**src/rtl/fsps_pkg.sv**
```systemverilog
// Constants, encodings and timing shared by both ends of the sequencer link.
// Assumes a single 10 MHz clock shared by the CPU end and the sequencer.
// Notes on behaviour
// - Load one word per command, program whole pages.
// - Software erases page before writing it.
// - Buffer words may load in any order.
// - Erase and write must name same page.
// - Pattern 03 then store within four cycles erases.
// - Erase uses only the page field.
// - CPU stalls for the whole erase.
// - Command pair must not be interrupted.
// - Pattern 01 then store loads data word.
// - Load places word by word-in-page field.
// - Buffer clears on write, clear bit, reset.
// - Never load one location twice uncleared.
// - EEPROM write during loading discards buffer.
// - Pattern 05 then store writes page.
// - Write pointer holds page, other bits zero.
// - CPU stalls for the whole page write.
// - Commands accepted from any code address.
// - Erase or write lasts 3.2 to 3.4 ms.
// - EEPROM write blocks all programming commands.
// - Pointer splits into word and page fields.
package fsps_pkg;
  localparam int ZPTR_W = 16;
  localparam int DATA_W = 16;
  localparam int CTRL_W = 8;
  localparam int WORD_W = 5;
  localparam int WORDS = 32;
  localparam int WORD_LSB = 1;
  localparam int PAGE_LSB = WORD_LSB + WORD_W;
  localparam int PAGE_W = ZPTR_W - PAGE_LSB;

  localparam logic [7:0] CMD_LOAD = 8'h01;
  localparam logic [7:0] CMD_ERASE = 8'h03;
  localparam logic [7:0] CMD_WRITE = 8'h05;
  localparam logic [7:0] CTRL_RESET = 8'h00;
  localparam int CLR_BIT = 4;

  localparam logic [2:0] SPM_WINDOW = 3'h4;
  localparam logic [1:0] HOST_GAP = 2'h1;

  localparam int CLK_MHZ = 10;
  localparam int PROG_MIN_NS = 3_200_000;
  localparam int PROG_MAX_NS = 3_400_000;
  localparam logic [15:0] PROG_MIN_CYC =
    16'((PROG_MIN_NS * CLK_MHZ + 999) / 1000);
  localparam logic [15:0] PROG_MAX_CYC =
    16'((PROG_MAX_NS * CLK_MHZ) / 1000);

  typedef enum logic [1:0]
  {
    OP_LOAD = 2'h0,
    OP_ERASE = 2'h1,
    OP_WRITE = 2'h2,
    OP_CLEAR = 2'h3
  } fsps_op_type;

  typedef enum logic [3:0]
  {
    DS_IDLE = 4'b0001,
    DS_ERASE = 4'b0010,
    DS_WRITE = 4'b0100,
    DS_STREAM = 4'b1000
  } fsps_dev_state_type;

  typedef enum logic [4:0]
  {
    HS_IDLE = 5'b00001,
    HS_CTRL = 5'b00010,
    HS_GAP = 5'b00100,
    HS_EXEC = 5'b01000,
    HS_WAIT = 5'b10000
  } fsps_host_state_type;
endpackage

```
**src/rtl/fsps_if.sv**
```systemverilog
// Link between the CPU end and the flash sequencer.
// Both ends run on the same clock; no crossing is needed.
interface fsps_if;
  logic ctrl_wr;
  logic [7:0] ctrl_wdata;
  logic [7:0] ctrl_rdata;
  logic spm_exec;
  logic [15:0] zptr;
  logic [15:0] data_word;
  logic cpu_halt;

  modport device
  (
    input ctrl_wr,
    input ctrl_wdata,
    output ctrl_rdata,
    input spm_exec,
    input zptr,
    input data_word,
    output cpu_halt
  );

  modport host
  (
    output ctrl_wr,
    output ctrl_wdata,
    input ctrl_rdata,
    output spm_exec,
    output zptr,
    output data_word,
    input cpu_halt
  );
endinterface

```
**src/rtl/fsps_device.sv**
```systemverilog
// Flash self-programming sequencer: control register, page buffer, timer.
// Assumes eeprom_busy comes from logic on ref_clk and the flash array
// accepts an erase pulse and a word stream at the end of a page write.
module fsps_device #(
  parameter logic [15:0] PROG_CYCLES = fsps_pkg::PROG_MIN_CYC
) (
  input wire logic ref_clk,
  input wire logic rst,
  input wire logic ce,
  fsps_if.device link,
  input wire logic eeprom_busy,
  output logic flash_busy,
  output logic flash_erase,
  output logic [9:0] flash_erase_page,
  output logic flash_prog_valid,
  output logic [9:0] flash_prog_page,
  output logic [4:0] flash_prog_word,
  output logic [15:0] flash_prog_data,
  output logic flash_prog_loaded
);
  fsps_pkg::fsps_dev_state_type state_reg;
  logic [7:0] ctrl_reg;
  logic [2:0] window_reg;
  logic [15:0] timer_reg;
  logic halt_reg;
  logic [9:0] page_reg;
  logic [4:0] idx_reg;
  logic erase_reg;
  logic prog_valid_reg;
  logic [4:0] prog_word_reg;
  logic [15:0] prog_data_reg;
  logic prog_loaded_reg;
  logic [15:0] buf_reg [fsps_pkg::WORDS];
  logic [fsps_pkg::WORDS-1:0] mask_reg;
  logic spm_hit;
  logic load_hit;
  logic buf_clr;
  logic write_done;
  logic [4:0] z_word;
  logic [9:0] z_page;

  // Pointer split into word and page fields
  assign z_word = link.zptr[fsps_pkg::PAGE_LSB-1:fsps_pkg::WORD_LSB];
  assign z_page = link.zptr[fsps_pkg::ZPTR_W-1:fsps_pkg::PAGE_LSB];

  // No address check on the issuing code: any location may command
  assign spm_hit = link.spm_exec && (window_reg != 3'h0) && !eeprom_busy
                   && (state_reg == fsps_pkg::DS_IDLE);
  assign load_hit = spm_hit && (ctrl_reg == fsps_pkg::CMD_LOAD);
  assign write_done = (state_reg == fsps_pkg::DS_STREAM)
                      && (idx_reg == 5'(fsps_pkg::WORDS - 1));
  // EEPROM activity mid-load loses the partial page
  assign buf_clr = write_done
                   || (link.ctrl_wr && !eeprom_busy
                       && link.ctrl_wdata[fsps_pkg::CLR_BIT])
                   || (eeprom_busy && (mask_reg != '0));

  // Control register and its four-cycle arming window
  always_ff @(posedge ref_clk)
  begin
    if (rst)
    begin
      ctrl_reg <= fsps_pkg::CTRL_RESET;
      window_reg <= 3'h0;
    end
    else if (ce)
    begin
      if (link.ctrl_wr && !eeprom_busy)
      begin
        ctrl_reg <= link.ctrl_wdata;
        window_reg <= link.ctrl_wdata[fsps_pkg::CLR_BIT] ? 3'h0
                      : fsps_pkg::SPM_WINDOW;
      end
      else if (spm_hit || window_reg == 3'h1)
      begin
        // Unused or consumed command is dropped
        ctrl_reg <= fsps_pkg::CTRL_RESET;
        window_reg <= 3'h0;
      end
      else if (window_reg != 3'h0)
      begin
        window_reg <= window_reg - 3'h1;
      end
    end
  end

  // One buffer entry per word; loads land in any order
  genvar gi;
  generate
    for (gi = 0; gi < fsps_pkg::WORDS; gi++)
    begin : g_entry
      always_ff @(posedge ref_clk)
      begin
        if (rst)
        begin
          buf_reg[gi] <= 16'h0000;
          mask_reg[gi] <= 1'b0;
        end
        else if (ce)
        begin
          if (buf_clr)
          begin
            buf_reg[gi] <= 16'h0000;
            mask_reg[gi] <= 1'b0;
          end
          else if (load_hit && z_word == 5'(gi))
          begin
            buf_reg[gi] <= link.data_word;
            mask_reg[gi] <= 1'b1;
          end
        end
      end
    end
  endgenerate

  // Operation sequencer: timed erase or write, then page stream
  always_ff @(posedge ref_clk)
  begin
    if (rst)
    begin
      state_reg <= fsps_pkg::DS_IDLE;
      timer_reg <= 16'h0000;
      halt_reg <= 1'b0;
      page_reg <= 10'h000;
      idx_reg <= 5'h00;
    end
    else if (ce)
    begin
      case (state_reg)
        fsps_pkg::DS_IDLE:
        begin
          timer_reg <= 16'h0000;
          idx_reg <= 5'h00;
          if (spm_hit && ctrl_reg == fsps_pkg::CMD_ERASE)
          begin
            page_reg <= z_page;
            halt_reg <= 1'b1;
            state_reg <= fsps_pkg::DS_ERASE;
          end
          else if (spm_hit && ctrl_reg == fsps_pkg::CMD_WRITE)
          begin
            page_reg <= z_page;
            halt_reg <= 1'b1;
            state_reg <= fsps_pkg::DS_WRITE;
          end
        end
        fsps_pkg::DS_ERASE:
        begin
          timer_reg <= timer_reg + 16'h0001;
          if (timer_reg == PROG_CYCLES - 16'h0001)
          begin
            halt_reg <= 1'b0;
            state_reg <= fsps_pkg::DS_IDLE;
          end
        end
        fsps_pkg::DS_WRITE:
        begin
          // Stream adds WORDS cycles; default still ends below 3.4 ms
          timer_reg <= timer_reg + 16'h0001;
          if (timer_reg == PROG_CYCLES - 16'h0001)
          begin
            state_reg <= fsps_pkg::DS_STREAM;
          end
        end
        fsps_pkg::DS_STREAM:
        begin
          idx_reg <= idx_reg + 5'h01;
          if (write_done)
          begin
            halt_reg <= 1'b0;
            state_reg <= fsps_pkg::DS_IDLE;
          end
        end
        default:
        begin
          halt_reg <= 1'b0;
          state_reg <= fsps_pkg::DS_IDLE;
        end
      endcase
    end
  end

  // Flash array strobes, registered so the array sees clean levels
  always_ff @(posedge ref_clk)
  begin
    if (rst)
    begin
      erase_reg <= 1'b0;
      prog_valid_reg <= 1'b0;
      prog_word_reg <= 5'h00;
      prog_data_reg <= 16'h0000;
      prog_loaded_reg <= 1'b0;
    end
    else if (ce)
    begin
      erase_reg <= (state_reg == fsps_pkg::DS_ERASE)
                   && (timer_reg == PROG_CYCLES - 16'h0001);
      prog_valid_reg <= (state_reg == fsps_pkg::DS_STREAM);
      prog_word_reg <= idx_reg;
      prog_data_reg <= buf_reg[idx_reg];
      // Unloaded words are flagged so the array leaves them erased
      prog_loaded_reg <= mask_reg[idx_reg];
    end
  end

  assign link.ctrl_rdata = ctrl_reg;
  assign link.cpu_halt = halt_reg;
  assign flash_busy = halt_reg;
  assign flash_erase = erase_reg;
  assign flash_erase_page = page_reg;
  assign flash_prog_valid = prog_valid_reg;
  assign flash_prog_page = page_reg;
  assign flash_prog_word = prog_word_reg;
  assign flash_prog_data = prog_data_reg;
  assign flash_prog_loaded = prog_loaded_reg;
endmodule // fsps_device

```
**src/flat_wrapper.sv**
```systemverilog
// flat-port wrapper written by rule: the top's interface ports become plain ports
module fsps_device_flat 
#(
  parameter logic [15:0] PROG_CYCLES = fsps_pkg::PROG_MIN_CYC
)
  (ref_clk, rst, ce, eeprom_busy, flash_busy, flash_erase, flash_erase_page, flash_prog_valid, flash_prog_page, flash_prog_word, flash_prog_data, flash_prog_loaded, link_ctrl_wr, link_ctrl_wdata, link_ctrl_rdata, link_spm_exec, link_zptr, link_data_word, link_cpu_halt);
  fsps_if link_i ();
  input wire logic ref_clk;
  input wire logic rst;
  input wire logic ce;
  input wire logic eeprom_busy;
  output logic flash_busy;
  output logic flash_erase;
  output logic [9:0] flash_erase_page;
  output logic flash_prog_valid;
  output logic [9:0] flash_prog_page;
  output logic [4:0] flash_prog_word;
  output logic [15:0] flash_prog_data;
  output logic flash_prog_loaded;
  input wire logic [$bits(link_i.ctrl_wr)-1:0] link_ctrl_wr;
  input wire logic [$bits(link_i.ctrl_wdata)-1:0] link_ctrl_wdata;
  output wire logic [$bits(link_i.ctrl_rdata)-1:0] link_ctrl_rdata;
  input wire logic [$bits(link_i.spm_exec)-1:0] link_spm_exec;
  input wire logic [$bits(link_i.zptr)-1:0] link_zptr;
  input wire logic [$bits(link_i.data_word)-1:0] link_data_word;
  output wire logic [$bits(link_i.cpu_halt)-1:0] link_cpu_halt;
  assign link_i.ctrl_wr = link_ctrl_wr;
  assign link_i.ctrl_wdata = link_ctrl_wdata;
  assign link_ctrl_rdata = link_i.ctrl_rdata;
  assign link_i.spm_exec = link_spm_exec;
  assign link_i.zptr = link_zptr;
  assign link_i.data_word = link_data_word;
  assign link_cpu_halt = link_i.cpu_halt;
  fsps_device #(.PROG_CYCLES(PROG_CYCLES)) u_core (.ref_clk(ref_clk), .rst(rst), .ce(ce), .link(link_i), .eeprom_busy(eeprom_busy), .flash_busy(flash_busy), .flash_erase(flash_erase), .flash_erase_page(flash_erase_page), .flash_prog_valid(flash_prog_valid), .flash_prog_page(flash_prog_page), .flash_prog_word(flash_prog_word), .flash_prog_data(flash_prog_data), .flash_prog_loaded(flash_prog_loaded));
endmodule
```
**config.mk**
```make
export PLATFORM = sky130hd
export DESIGN_NAME = fsps_device_flat
export DESIGN_NICKNAME = d
export VERILOG_FILES = /design/src/rtl/fsps_pkg.sv /design/src/rtl/fsps_if.sv /design/src/rtl/fsps_device.sv /design/src/flat_wrapper.sv
export SDC_FILE = /design/constraint.sdc
export NUM_CORES = 1
export LEC_CHECK = 0
export BUFFER_PORTS_ARGS = -buffer_cell sky130_fd_sc_hd__clkbuf_2
export CORE_ASPECT_RATIO = 1.25
export CORE_MARGIN = 2
export CORE_UTILIZATION = 50
export DETAILED_ROUTE_END_ITERATION = 10
export PLACE_DENSITY = 0.67
export SLEW_MARGIN = 30
export SYNTH_ARGS = -nofsm -noshare
export SYNTH_HDL_FRONTEND = slang
export SYNTH_SLANG_ARGS = --single-unit
```
**constraint.sdc**
```tcl
create_clock -name ref_clk -period 5.9 [get_ports ref_clk]
set_input_delay 0 -clock ref_clk [delete_from_list [all_inputs] [get_ports ref_clk]]
set_output_delay 0 -clock ref_clk [all_outputs]
set_load 0.1 [all_outputs]
```
==> results of run 1 <==
==> synth_stat cells (all sizes together), types with 35 or more instances <==
cell | n | area, um^2
edfxtp | 512 | 15400
nor2 | 405 | 1520
nor3 | 149 | 796
nand2 | 127 | 477
dfxtp | 103 | 2060
buf | 98 | 581
clkbuf | 95 | 359
mux2i | 91 | 911
mux4 | 84 | 1890
a21oi | 72 | 360
o21ai | 68 | 344
and2 | 55 | 344
inv | 39 | 146
nand4 | 35 | 308
==> path summary, 6_finish.rpt <==
kind,startpoint,slack [ps],cells past startpoint,end
worst max-delay path,u_core.idx_reg[0],1760,8,u_core.buf_reg[27][8]
worst min-delay path,link_zptr[5],40,4,u_core.mask_reg[30]
worst max register to register,u_core.idx_reg[0],1760,8,u_core.buf_reg[27][8]
worst min register to register,u_core.window_reg[0],470,1,u_core.window_reg[0]
==> per-stage QoR <==
step           power, uW  cells
2_1_floorplan       5410   2213
3_3_place_gp        5620   2908
3_5_place_dp        5650   2910
4_1_cts             9270   3067
5_1_grt             9480   3069
6_report            9250   3069
==> cells by family after synthesis <==
| family | Yosys count |
|---|---|
| AOI/OAI and AO/OA | 275 |
| xor gates and xnor gates | 8 |
| adders and majority gates | 6 |
| buffers and inverters | 235 |
| DFF | 615 |
| muxes | 202 |
| and+or+nand+nor | 872 |
==> metal layers <==
metal	GRT usage [%]	wire (um)	part of all wire, %	up-vias
met5	0	27	0.034	-
met4	9.38	2440	3.1	4
met3	5.74	7440	9.3	160
met2	47.2	39500	49	1035
met1	35.6	30500	38	9664
li1	-	-	-	8337
==> worst max-delay path, delay by kind of cell (launching register included) <==
kind | cells | cell delay, ps
and+or+nand+nor | 3 | 1290
AOI/OAI and AO/OA | 2 | 910
adders and majority gates | 2 | 520
DFF | 1 | 490
buffers and inverters | 1 | 380
==> layout make-up <==
cell class | instances | area (um^2) | share of cell area, %
diodes | 1 | 2.50 | 0.00805
clock buffers | 77 | 1570 | 5.07
repair buffers | 207 | 1440 | 4.64
multi-input cells | 1363 | 9290 | 29.9
inverters | 42 | 158 | 0.507
flip-flops and latches | 615 | 17400 | 56.1
clock inverters | 29 | 238 | 0.765
well taps | 735 | 920 | 2.96
==> power by group <==
group | switching (uW) | leakage, uW | internal, uW
Sequential | 66.7 | 0.00602 | 4900
Combinational | 457 | 0.00330 | 163
Clock | 1620 | 0.000888 | 2040
Total | 2150 | 0.0102 | 7100
==> repair_timing <==
item | 4_1_cts | 5_1_grt
gates resized for setup | 0 | 0
hold endpoints to repair | 152 | 0
hold buffers | 51 | 0
==> results.yml, run 1 <==
floorplan:
  fp.dieW_um: 215
  initial_core_util_pct: 50.6
  ios: 100
  fp-row-count: 96
  die_h_um: 267
  core_area_um2: 54900
  die_area_um2: 57400
yosys:
  synth_nets: 2265
  synthMuxAreaShare_pct: 11.2
  synthSimpleGateAreaFrac_pct: 14.9
  synthFlopType: "edfxtp_1"
  ys_warn_count: 0
  synth_seq_cells: 615
  yosys.area_share.xor_xnor_pct: 0.252
  avgSynthCellArea_um2: 12.5
  synth_top_family_by_area: "simple AND/OR/NAND/NOR gates"
  synth.distinct_cells: 74
  ys_seq_area_share_pct: 62.8
  synth-edff-count: 512
  synth-adder-area-share_pct: 0.270
  synthCells: 2213
  synth_area_um2: 27800
  synthArstFlopShare_pct: 0
  synth-compound-area-share_pct: 6.59
placement:
  gp_congestion: 0.883
  placed_area_um2: 28700
  dp_hpwl_mm: 52.3
  io_buffer_count: 98
  post-place-ws_ps: 1840
critical_path:
  cpPeakStageDelay_ps: 840
  crit_path_start_kind: "register"
  required_ps: 6020
  worstSetupEndpointType: "register"
  crit_fanout: 29
  crit_type: "register to register"
  cp_slowest_cell: "nand2_1"
  path_cells: "ha_1, and3_1, ha_1, a22oi_2, buf_4, nand2_1, o22ai_4, nand2_1"
  arrival_ps: 4260
final_layout:
  layout_commonest_cell: "edfxtp_1"
  drive_gt1_share_pct: 17.0
  nets: 2339
  largest_reg_flops: 512
  final_util_pct: 56.6
  fill_cells: 4462
  fin_area_um2: 31100
  final_cell_mix: "512 x edfxtp_1, 404 x nor2_1, 139 x nor3_1, 125 x nand2_1, 100 x dfxtp_1"
  syn_to_final_growth_pct: 11.9
clock_tree:
  numCtsBuffers: 58
  cts.path.max_buffers: 3
  cts_tree: "yes"
  postCtsSetupRepairBufs: 0
  clkSinkCount: 615
  cts-root-buf: "clkbuf_16"
  clk_pin_slew_ps: 60
  insertion_delay_ps: 630
  htreeDepth: 2
routing:
  drc: 0
  wl_mm: 79.9
  vias: 19200
  wl_per_cell_um: 26.0
  via_per_inst: 6.26
  dr.pass1.iters: 6
  drtIter0Drc: 2235
  ant_nets: 0
global_route:
  grt_start_max_net_pins: 71
  grt_pass1_wl_mm: 119
  grt_pass1_vias: 19100
  antenna_found_initial: 5
  grtUsageTotal_pct: 27.7
  grt_overflow: 0
job:
  maxCapViolations: 0
timing:
  fin_skew_ps: 24.2
  fmax_mhz: 242
  rsz0062_at_grt: "no"
  setup_viol_count_final: 0
  fin_crit_sh_pct: 70.1
  fin_ws_ps: 1760
  fin_setup_tns_ps: 0
  tightest_slew_ps: 946
  slew_headroom_pct: 36.4
  hold_ws_ps: 41.5
  finalHoldViolCount: 0
  maxSlewViolCount: 0
  min_period_ps: 4140
power:
  p_per_area_nw_per_um2: 298
  vdd_drop_max_mv: 0.234
  p_leak_uw: 0.0102
status:
  status: "finished clean"
worst_hold_path:
  min_path_type: "input pin to register"
Note: power is estimated with default switching activity, not from simulation.
==> run 2: changes to the inputs <==
==> constraint.sdc (replaced) <==
create_clock -name ref_clk -period 3.94 [get_ports ref_clk]
set_input_delay 0 -clock ref_clk [delete_from_list [all_inputs] [get_ports ref_clk]]
set_output_delay 0 -clock ref_clk [all_outputs]
set_load 0.1 [all_outputs]
==> run 2 against run 1 <==
Setup slack got worse by 1100 ps. Count of clock-buffer cells in the layout increased by 8. Sequential share of layout area decreased by 0.47 points. Fmax increased by 24%. Core utilization increased by 0.47 points. Non-clock buffer count increased by 26. Die area unchanged. Cell count increased by 0.91%. Cell area increased by 0.84%. Global-route usage increased by 1.1 points. Largest power group unchanged.
==> results.yml, run 2 (same netlist as run 1, synthesis figures left out) <==
timing:
  rsz0062_at_grt: "no"
  maxSlewViolCount: 0
  setup_viol_count_final: 0
  finalHoldViolCount: 0
  fin_skew_ps: 28.6
  fin_crit_sh_pct: 84.4
  fmax_mhz: 301
  fin_setup_tns_ps: 0
  slew_headroom_pct: 31.2
  min_period_ps: 3320
  tightest_slew_ps: 1030
global_route:
  grt_pass1_wl_mm: 123
  grt_overflow: 0
  grt_pass1_vias: 18900
  grtUsageTotal_pct: 28.9
  grt_use_met3_pct: 4.59
  grtUsageMet2_pct: 48.3
  grtUsageMet1_pct: 38.7
  grt.busiest_layer: "met2"
  grt_start_max_net_pins: 122
  antenna_found_initial: 4
final_layout:
  layout_commonest_cell: "edfxtp_1"
  final_util_pct: 57.1
  final_cell_mix: "512 x edfxtp_1, 405 x nor2_1, 139 x nor3_1, 125 x nand2_1, 100 x dfxtp_1"
  drive_gt1_share_pct: 18.2
  seqCellArea_um2: 17400
  fin_area_um2: 31300
  largest_reg_flops: 512
  multi_input_comb_area_um2: 9280
  fill_cells: 4436
  nets: 2365
  syn_to_final_growth_pct: 12.9
  antenna_cells: 0
clock_tree:
  postCtsSetupRepairBufs: 0
  cts-root-buf: "clkbuf_16"
  cts_tree: "yes"
  insertion_delay_ps: 630
  cts.path.max_buffers: 3
  numCtsBuffers: 58
  clk_pin_slew_ps: 60
  cts_resized: 0
  clkSinkCount: 615
  hold_buffers: 48
  htreeDepth: 2
worst_hold_path:
  hold_start: "rst"
  min_path_type: "input pin to register"
power:
  switching_share_pct: 23.5
  p_per_area_nw_per_um2: 443
  p_int_uw: 10600
  p_leak_uw: 0.0104
  vdd_drop_max_mv: 0.316
  p_clk_share_pct: 39.5
  seqPwrFrac_pct: 53.6
  finalPower_uw: 13900
  p_comb_share_pct: 6.9
  p_sw_uw: 3260
floorplan:
  die_area_um2: 57400
  die_h_um: 267
  initial_core_util_pct: 50.6
  fp.dieW_um: 215
  core_area_um2: 54900
  fp-row-count: 96
  ios: 100
placement:
  io_buffer_count: 98
  placed_area_um2: 29000
  dp_hpwl_mm: 56.3
  gp_congestion: 0.951
routing:
  dr.pass1.iters: 5
  drtIter0Drc: 2502
  wl_per_cell_um: 26.8
  via_per_inst: 6.29
  drc: 0
  ant_nets: 0
  vias: 19500
  wl_mm: 83.2
critical_path:
  path_buf_inv: 2
  arrival_ps: 3650
  cp-startpoint: "u_core.state_reg[3]"
  cp_slowest_cell: "o21ai_1"
  worstSetupEndpointType: "register"
  crit_path_start_kind: "register"
  crit_family: "simple AND/OR/NAND/NOR gates"
  path_cells: "or4b_4, nor3b_2, and4b_1, buf_4, nand4_4, o21ai_1, buf_12"
  r2r_start: "u_core.state_reg[3]"
  crit_fanout: 12
  cpPeakStageDelay_ps: 780
  required_ps: 4260
  crit_type: "register to register"
job:
  maxCapViolations: 0
status:
  status: "finished clean"
## run 2: cell count changes in the layout (fill, tap and decap cells not counted), moves of 2 or more
cell / previous run / this run
buf_12: 0 / 4
clkinv_2: 11 / 13
dlygate4sd3_1: 51 / 48
clkbuf_16: 59 / 62
clkbuf_8: 3 / 5
clkinv_1: 14 / 10
bufinv_16: 4 / 1
buf_4: 57 / 82
clkbuf_1: 15 / 17
## run 2: power by group through the flow
stage                     registers [uW]  logic, uW  clock network [uW]
after detailed placement            7580        911                   0
after floorplan                     7620        476                   0
after CTS                           7440        950                5520
final                               7440        958                5490
after global routing                7460       1010                5730
after global placement              7560        895                   0
## run 2: metal layers
metal,vias up,share of wire (%)
li1,8405,-
met1,9782,39
met3,172,9.3
met5,-,0.024
met2,1131,49
met4,4,3.5
## run 2: final cells by class
cell class / count / share of cell area, %
clock buffers: 85 / 5.39
well taps: 735 / 2.94
clock inverters: 24 / 0.459
multi-input cells: 1363 / 29.6
repair buffers: 233 / 5.41
inverters: 42 / 0.503
flip-flops and latches: 615 / 55.7
## run 2: worst paths after layout
path	endpoint	slack (ps)	cells after the start
worst max-delay path	u_core.buf_reg[11][14]	620	7
worst max register to register	u_core.buf_reg[11][14]	620	7
worst min-delay path	u_core.flash_prog_loaded	30	2
worst min register to register	u_core.window_reg[0]	470	1
## run 2: per-stage QoR
step / setup WS, ps / instances / hold slack (ps)
floorplan: -204 / 2213 / 147
global placement: 773 / 2939 / 235
detailed placement: 687 / 2939 / 249
CTS: 685 / 3096 / 12.4
global route: 500 / 3097 / 67.5
finish: 615 / 3097 / 32.3
==> run 3: changes to the inputs <==
--- a/config.mk
+++ b/config.mk
@@ -5,12 +5,13 @@
 export SDC_FILE = /design/constraint.sdc
 export NUM_CORES = 1
 export LEC_CHECK = 0
+export ABC_AREA = 1
 export BUFFER_PORTS_ARGS = -buffer_cell sky130_fd_sc_hd__clkbuf_2
 export CORE_ASPECT_RATIO = 1.25
 export CORE_MARGIN = 2
 export CORE_UTILIZATION = 50
 export DETAILED_ROUTE_END_ITERATION = 10
-export PLACE_DENSITY = 0.67
+export PLACE_DENSITY = 0.66
 export SLEW_MARGIN = 30
 export SYNTH_ARGS = -nofsm -noshare
 export SYNTH_HDL_FRONTEND = slang
==> constraint.sdc (replaced) <==
create_clock -name ref_clk -period 3.4 [get_ports ref_clk]
set_input_delay 0 -clock ref_clk [delete_from_list [all_inputs] [get_ports ref_clk]]
set_output_delay 0 -clock ref_clk [all_outputs]
set_load 0.1 [all_outputs]
==> run 3 against run 2 <==
Global-route usage is 2.5 points lower. Clock power is 19% higher. Critical path type unchanged. Power is 23% higher. Via count is 28% higher. Synthesized cell count is 62% higher. First-iteration DRC count is 8.8% higher. Core utilization is 1.0 points lower. Largest cell class unchanged. Register-to-register slack worse by 70 ps. Largest power group unchanged. Combinational power is 100% higher.
==> results.yml, run 3 <==
floorplan:
  fp.dieW_um: 232
  fp-row-count: 104
  core_area_um2: 64200
  initial_core_util_pct: 50.4
  ios: 100
  die_area_um2: 66800
  die_h_um: 288
critical_path:
  crit_fanout: 11
  crit_path_start_kind: "register"
  crit_type: "register to register"
  arrival_ps: 3430
  r2r_cells: 11
  worstSetupEndpointType: "register"
  path_cells: "inv_1, ha_1, nand2_1, nand3_1, nor2_4, nand2_1, nand2_1, nand3_1, dlygate4sd3_1, a21oi_1, dlygate4sd3_1"
  cpPeakStageDelay_ps: 570
  cp_slowest_cell: "dlygate4sd3_1"
  crit_family: "buffers and inverters"
  required_ps: 3980
  crit_cells: 11
  cp_common_cell: "nand2_1"
  path_buf_inv: 3
routing:
  dr.pass1.iters: 7
  vias: 25000
  drtIter0Drc: 2723
  via_per_inst: 5.57
  drc: 0
  wl_mm: 89.0
  wl_per_cell_um: 19.8
  ant_nets: 0
timing:
  finalHoldViolCount: 0
  hold_ws_ps: 43.5
  setup_viol_count_final: 0
  slew_headroom_pct: 30.8
  fmax_mhz: 351
  rsz0062_at_grt: "no"
  min_period_ps: 2850
  fin_skew_ps: 34.6
  tightest_slew_ps: 1040
  fin_crit_sh_pct: 83.9
  fin_setup_tns_ps: 0
  maxSlewViolCount: 0
yosys:
  yosys-top-cells-area: "edfxtp_1 48%, nand2_1 12%, nor3_2 8.1%, dfxtp_1 6.4%, nand3_1 6.2%"
  yosys-top-cells-count: "1,050 x nand2_1, 512 x edfxtp_1, 403 x nand3_1, 368 x inv_1, 262 x nor3_2"
  ys_seq_area_share_pct: 53.9
  yosys.area.top_type: "edfxtp_1"
  synth.distinct_cells: 42
  ys_warn_count: 0
  avgSynthCellArea_um2: 9.04
  synthFlopType: "edfxtp_1"
  synth_area_um2: 32400
  synth_nets: 3629
  synth-edff-count: 512
  synth_top_area_share_pct: 47.5
  synth_seq_cells: 615
  yosys.cell_count.top_type: "nand2_1"
  synthArstFlopShare_pct: 0
  synthCells: 3577
power:
  p_sw_uw: 4440
  p_int_uw: 12700
  p_per_area_nw_per_um2: 476
  p_comb_share_pct: 11.3
  p_clk_share_pct: 38.2
  vdd_drop_max_mv: 0.347
  p_leak_uw: 0.0146
  switching_share_pct: 25.9
  seqPwrFrac_pct: 50.5
placement:
  placed_area_um2: 33600
  io_buffer_count: 98
  dp_hpwl_mm: 53.4
  gp_congestion: 0.881
status:
  status: "finished clean"
final_layout:
  fin_area_um2: 36000
  final_cell_mix: "1,050 x nand2_1, 512 x edfxtp_1, 403 x nand3_1, 357 x inv_1, 262 x nor3_2"
  nets: 3656
  drive_gt1_share_pct: 17.1
  antenna_cells: 0
  syn_to_final_growth_pct: 11.2
  layout_commonest_cell: "nand2_1"
  largest_reg_flops: 512
clock_tree:
  numCtsBuffers: 59
  cts.path.max_buffers: 3
  clkSinkCount: 615
  clk_pin_slew_ps: 70
  cts-root-buf: "clkbuf_16"
  insertion_delay_ps: 630
  cts_tree: "yes"
  htreeDepth: 2
worst_hold_path:
  holdPathStages: 3
  min_path_type: "input pin to register"
global_route:
  grt_start_max_net_pins: 183
  grt_overflow: 0
  grtUsageTotal_pct: 26.4
  grt_pass1_wl_mm: 136
  grt_pass1_vias: 23700
  antenna_found_initial: 0
job:
  maxCapViolations: 0
==> run 3: cell types whose count changed after synthesis, moves of 95 or more <==
cell,delta
nand2_1,+923
nand3_1,+372
inv_1,+329
nor2_1,-271
nor3_2,+252
nor3_1,+119
clkbuf_1,+95
==> run 3: routing by layer <==
layer	wire length (um)	part of all wire, %	vias to the layer above	track usage (%)
met3	6640	7.5	183	3.45
met1	35800	40	12000	35.0
met4	3710	4.2	0	11.5
met2	42900	48	987	43.5
met5	0	0	-	0
li1	-	-	11900	-
==> run 3: path summary, 6_finish.rpt <==
kind / start / to / slack [ps]
max: u_core.window_reg[0] / u_core.flash_erase_page[5] / 550
max reg2reg: u_core.window_reg[0] / u_core.flash_erase_page[5] / 550
min: link_data_word[12] / u_core.buf_reg[3][12] / 40
min reg2reg: u_core.mask_reg[14] / u_core.mask_reg[14] / 460
==> run 3: per-stage QoR <==
step | instances | worst slack (ps) | utilization [%] | total power, uW
final | 4497 | 547 | 56.1 | 17100
after CTS | 4496 | 575 | 56.0 | 17200
after detailed placement | 4340 | 704 | 52.3 | 10700
after global placement | 4340 | 713 | 52.3 | 10700
after global routing | 4497 | 397 | 56.1 | 17600
after floorplan | 3577 | 377 | - | 10100
==> run 3: final cells by class <==
cell class                 count  area, um^2
timing repair buffer         268        2180
tap                          848        1060
clock buffer                  80        1620
multi-input combinational   2283       12000
clock inverter                26         249
fill                        5616       28200
sequential                   615       17400
inverter                     377        1430
==> run 3: logic make-up after synthesis <==
| logic type | synth area share, % |
|---|---|
| simple gates | 35.2 |
| xor+xnor | 0.108 |
| buf+inv | 9.14 |
| fa+ha+maj | 0.232 |
| flops | 53.9 |
| compound gates | 1.40 |
==> run 3: timing repair <==
item	4_1_cts	5_1_grt
setup buffers	0	0
hold endpoints to repair	101	0
hold buffers	50	0
gates resized for setup	0	0
==> run 3: tightest hold or removal path, delay by kind of cell <==
| family | cells | cell delay, ps |
|---|---|---|
| AND/OR/NAND/NOR | 1 | 220 |
| buffers and inverters | 2 | 310 |
==> run 3: power groups by stage <==
stage	Clock (uW)	Combinational [uW]	Sequential, uW
after global routing	6850	2110	8680
after CTS	6600	1920	8650
after detailed placement	0	1880	8810
final	6540	1930	8650
after floorplan	0	1150	8930
after global placement	0	1870	8800
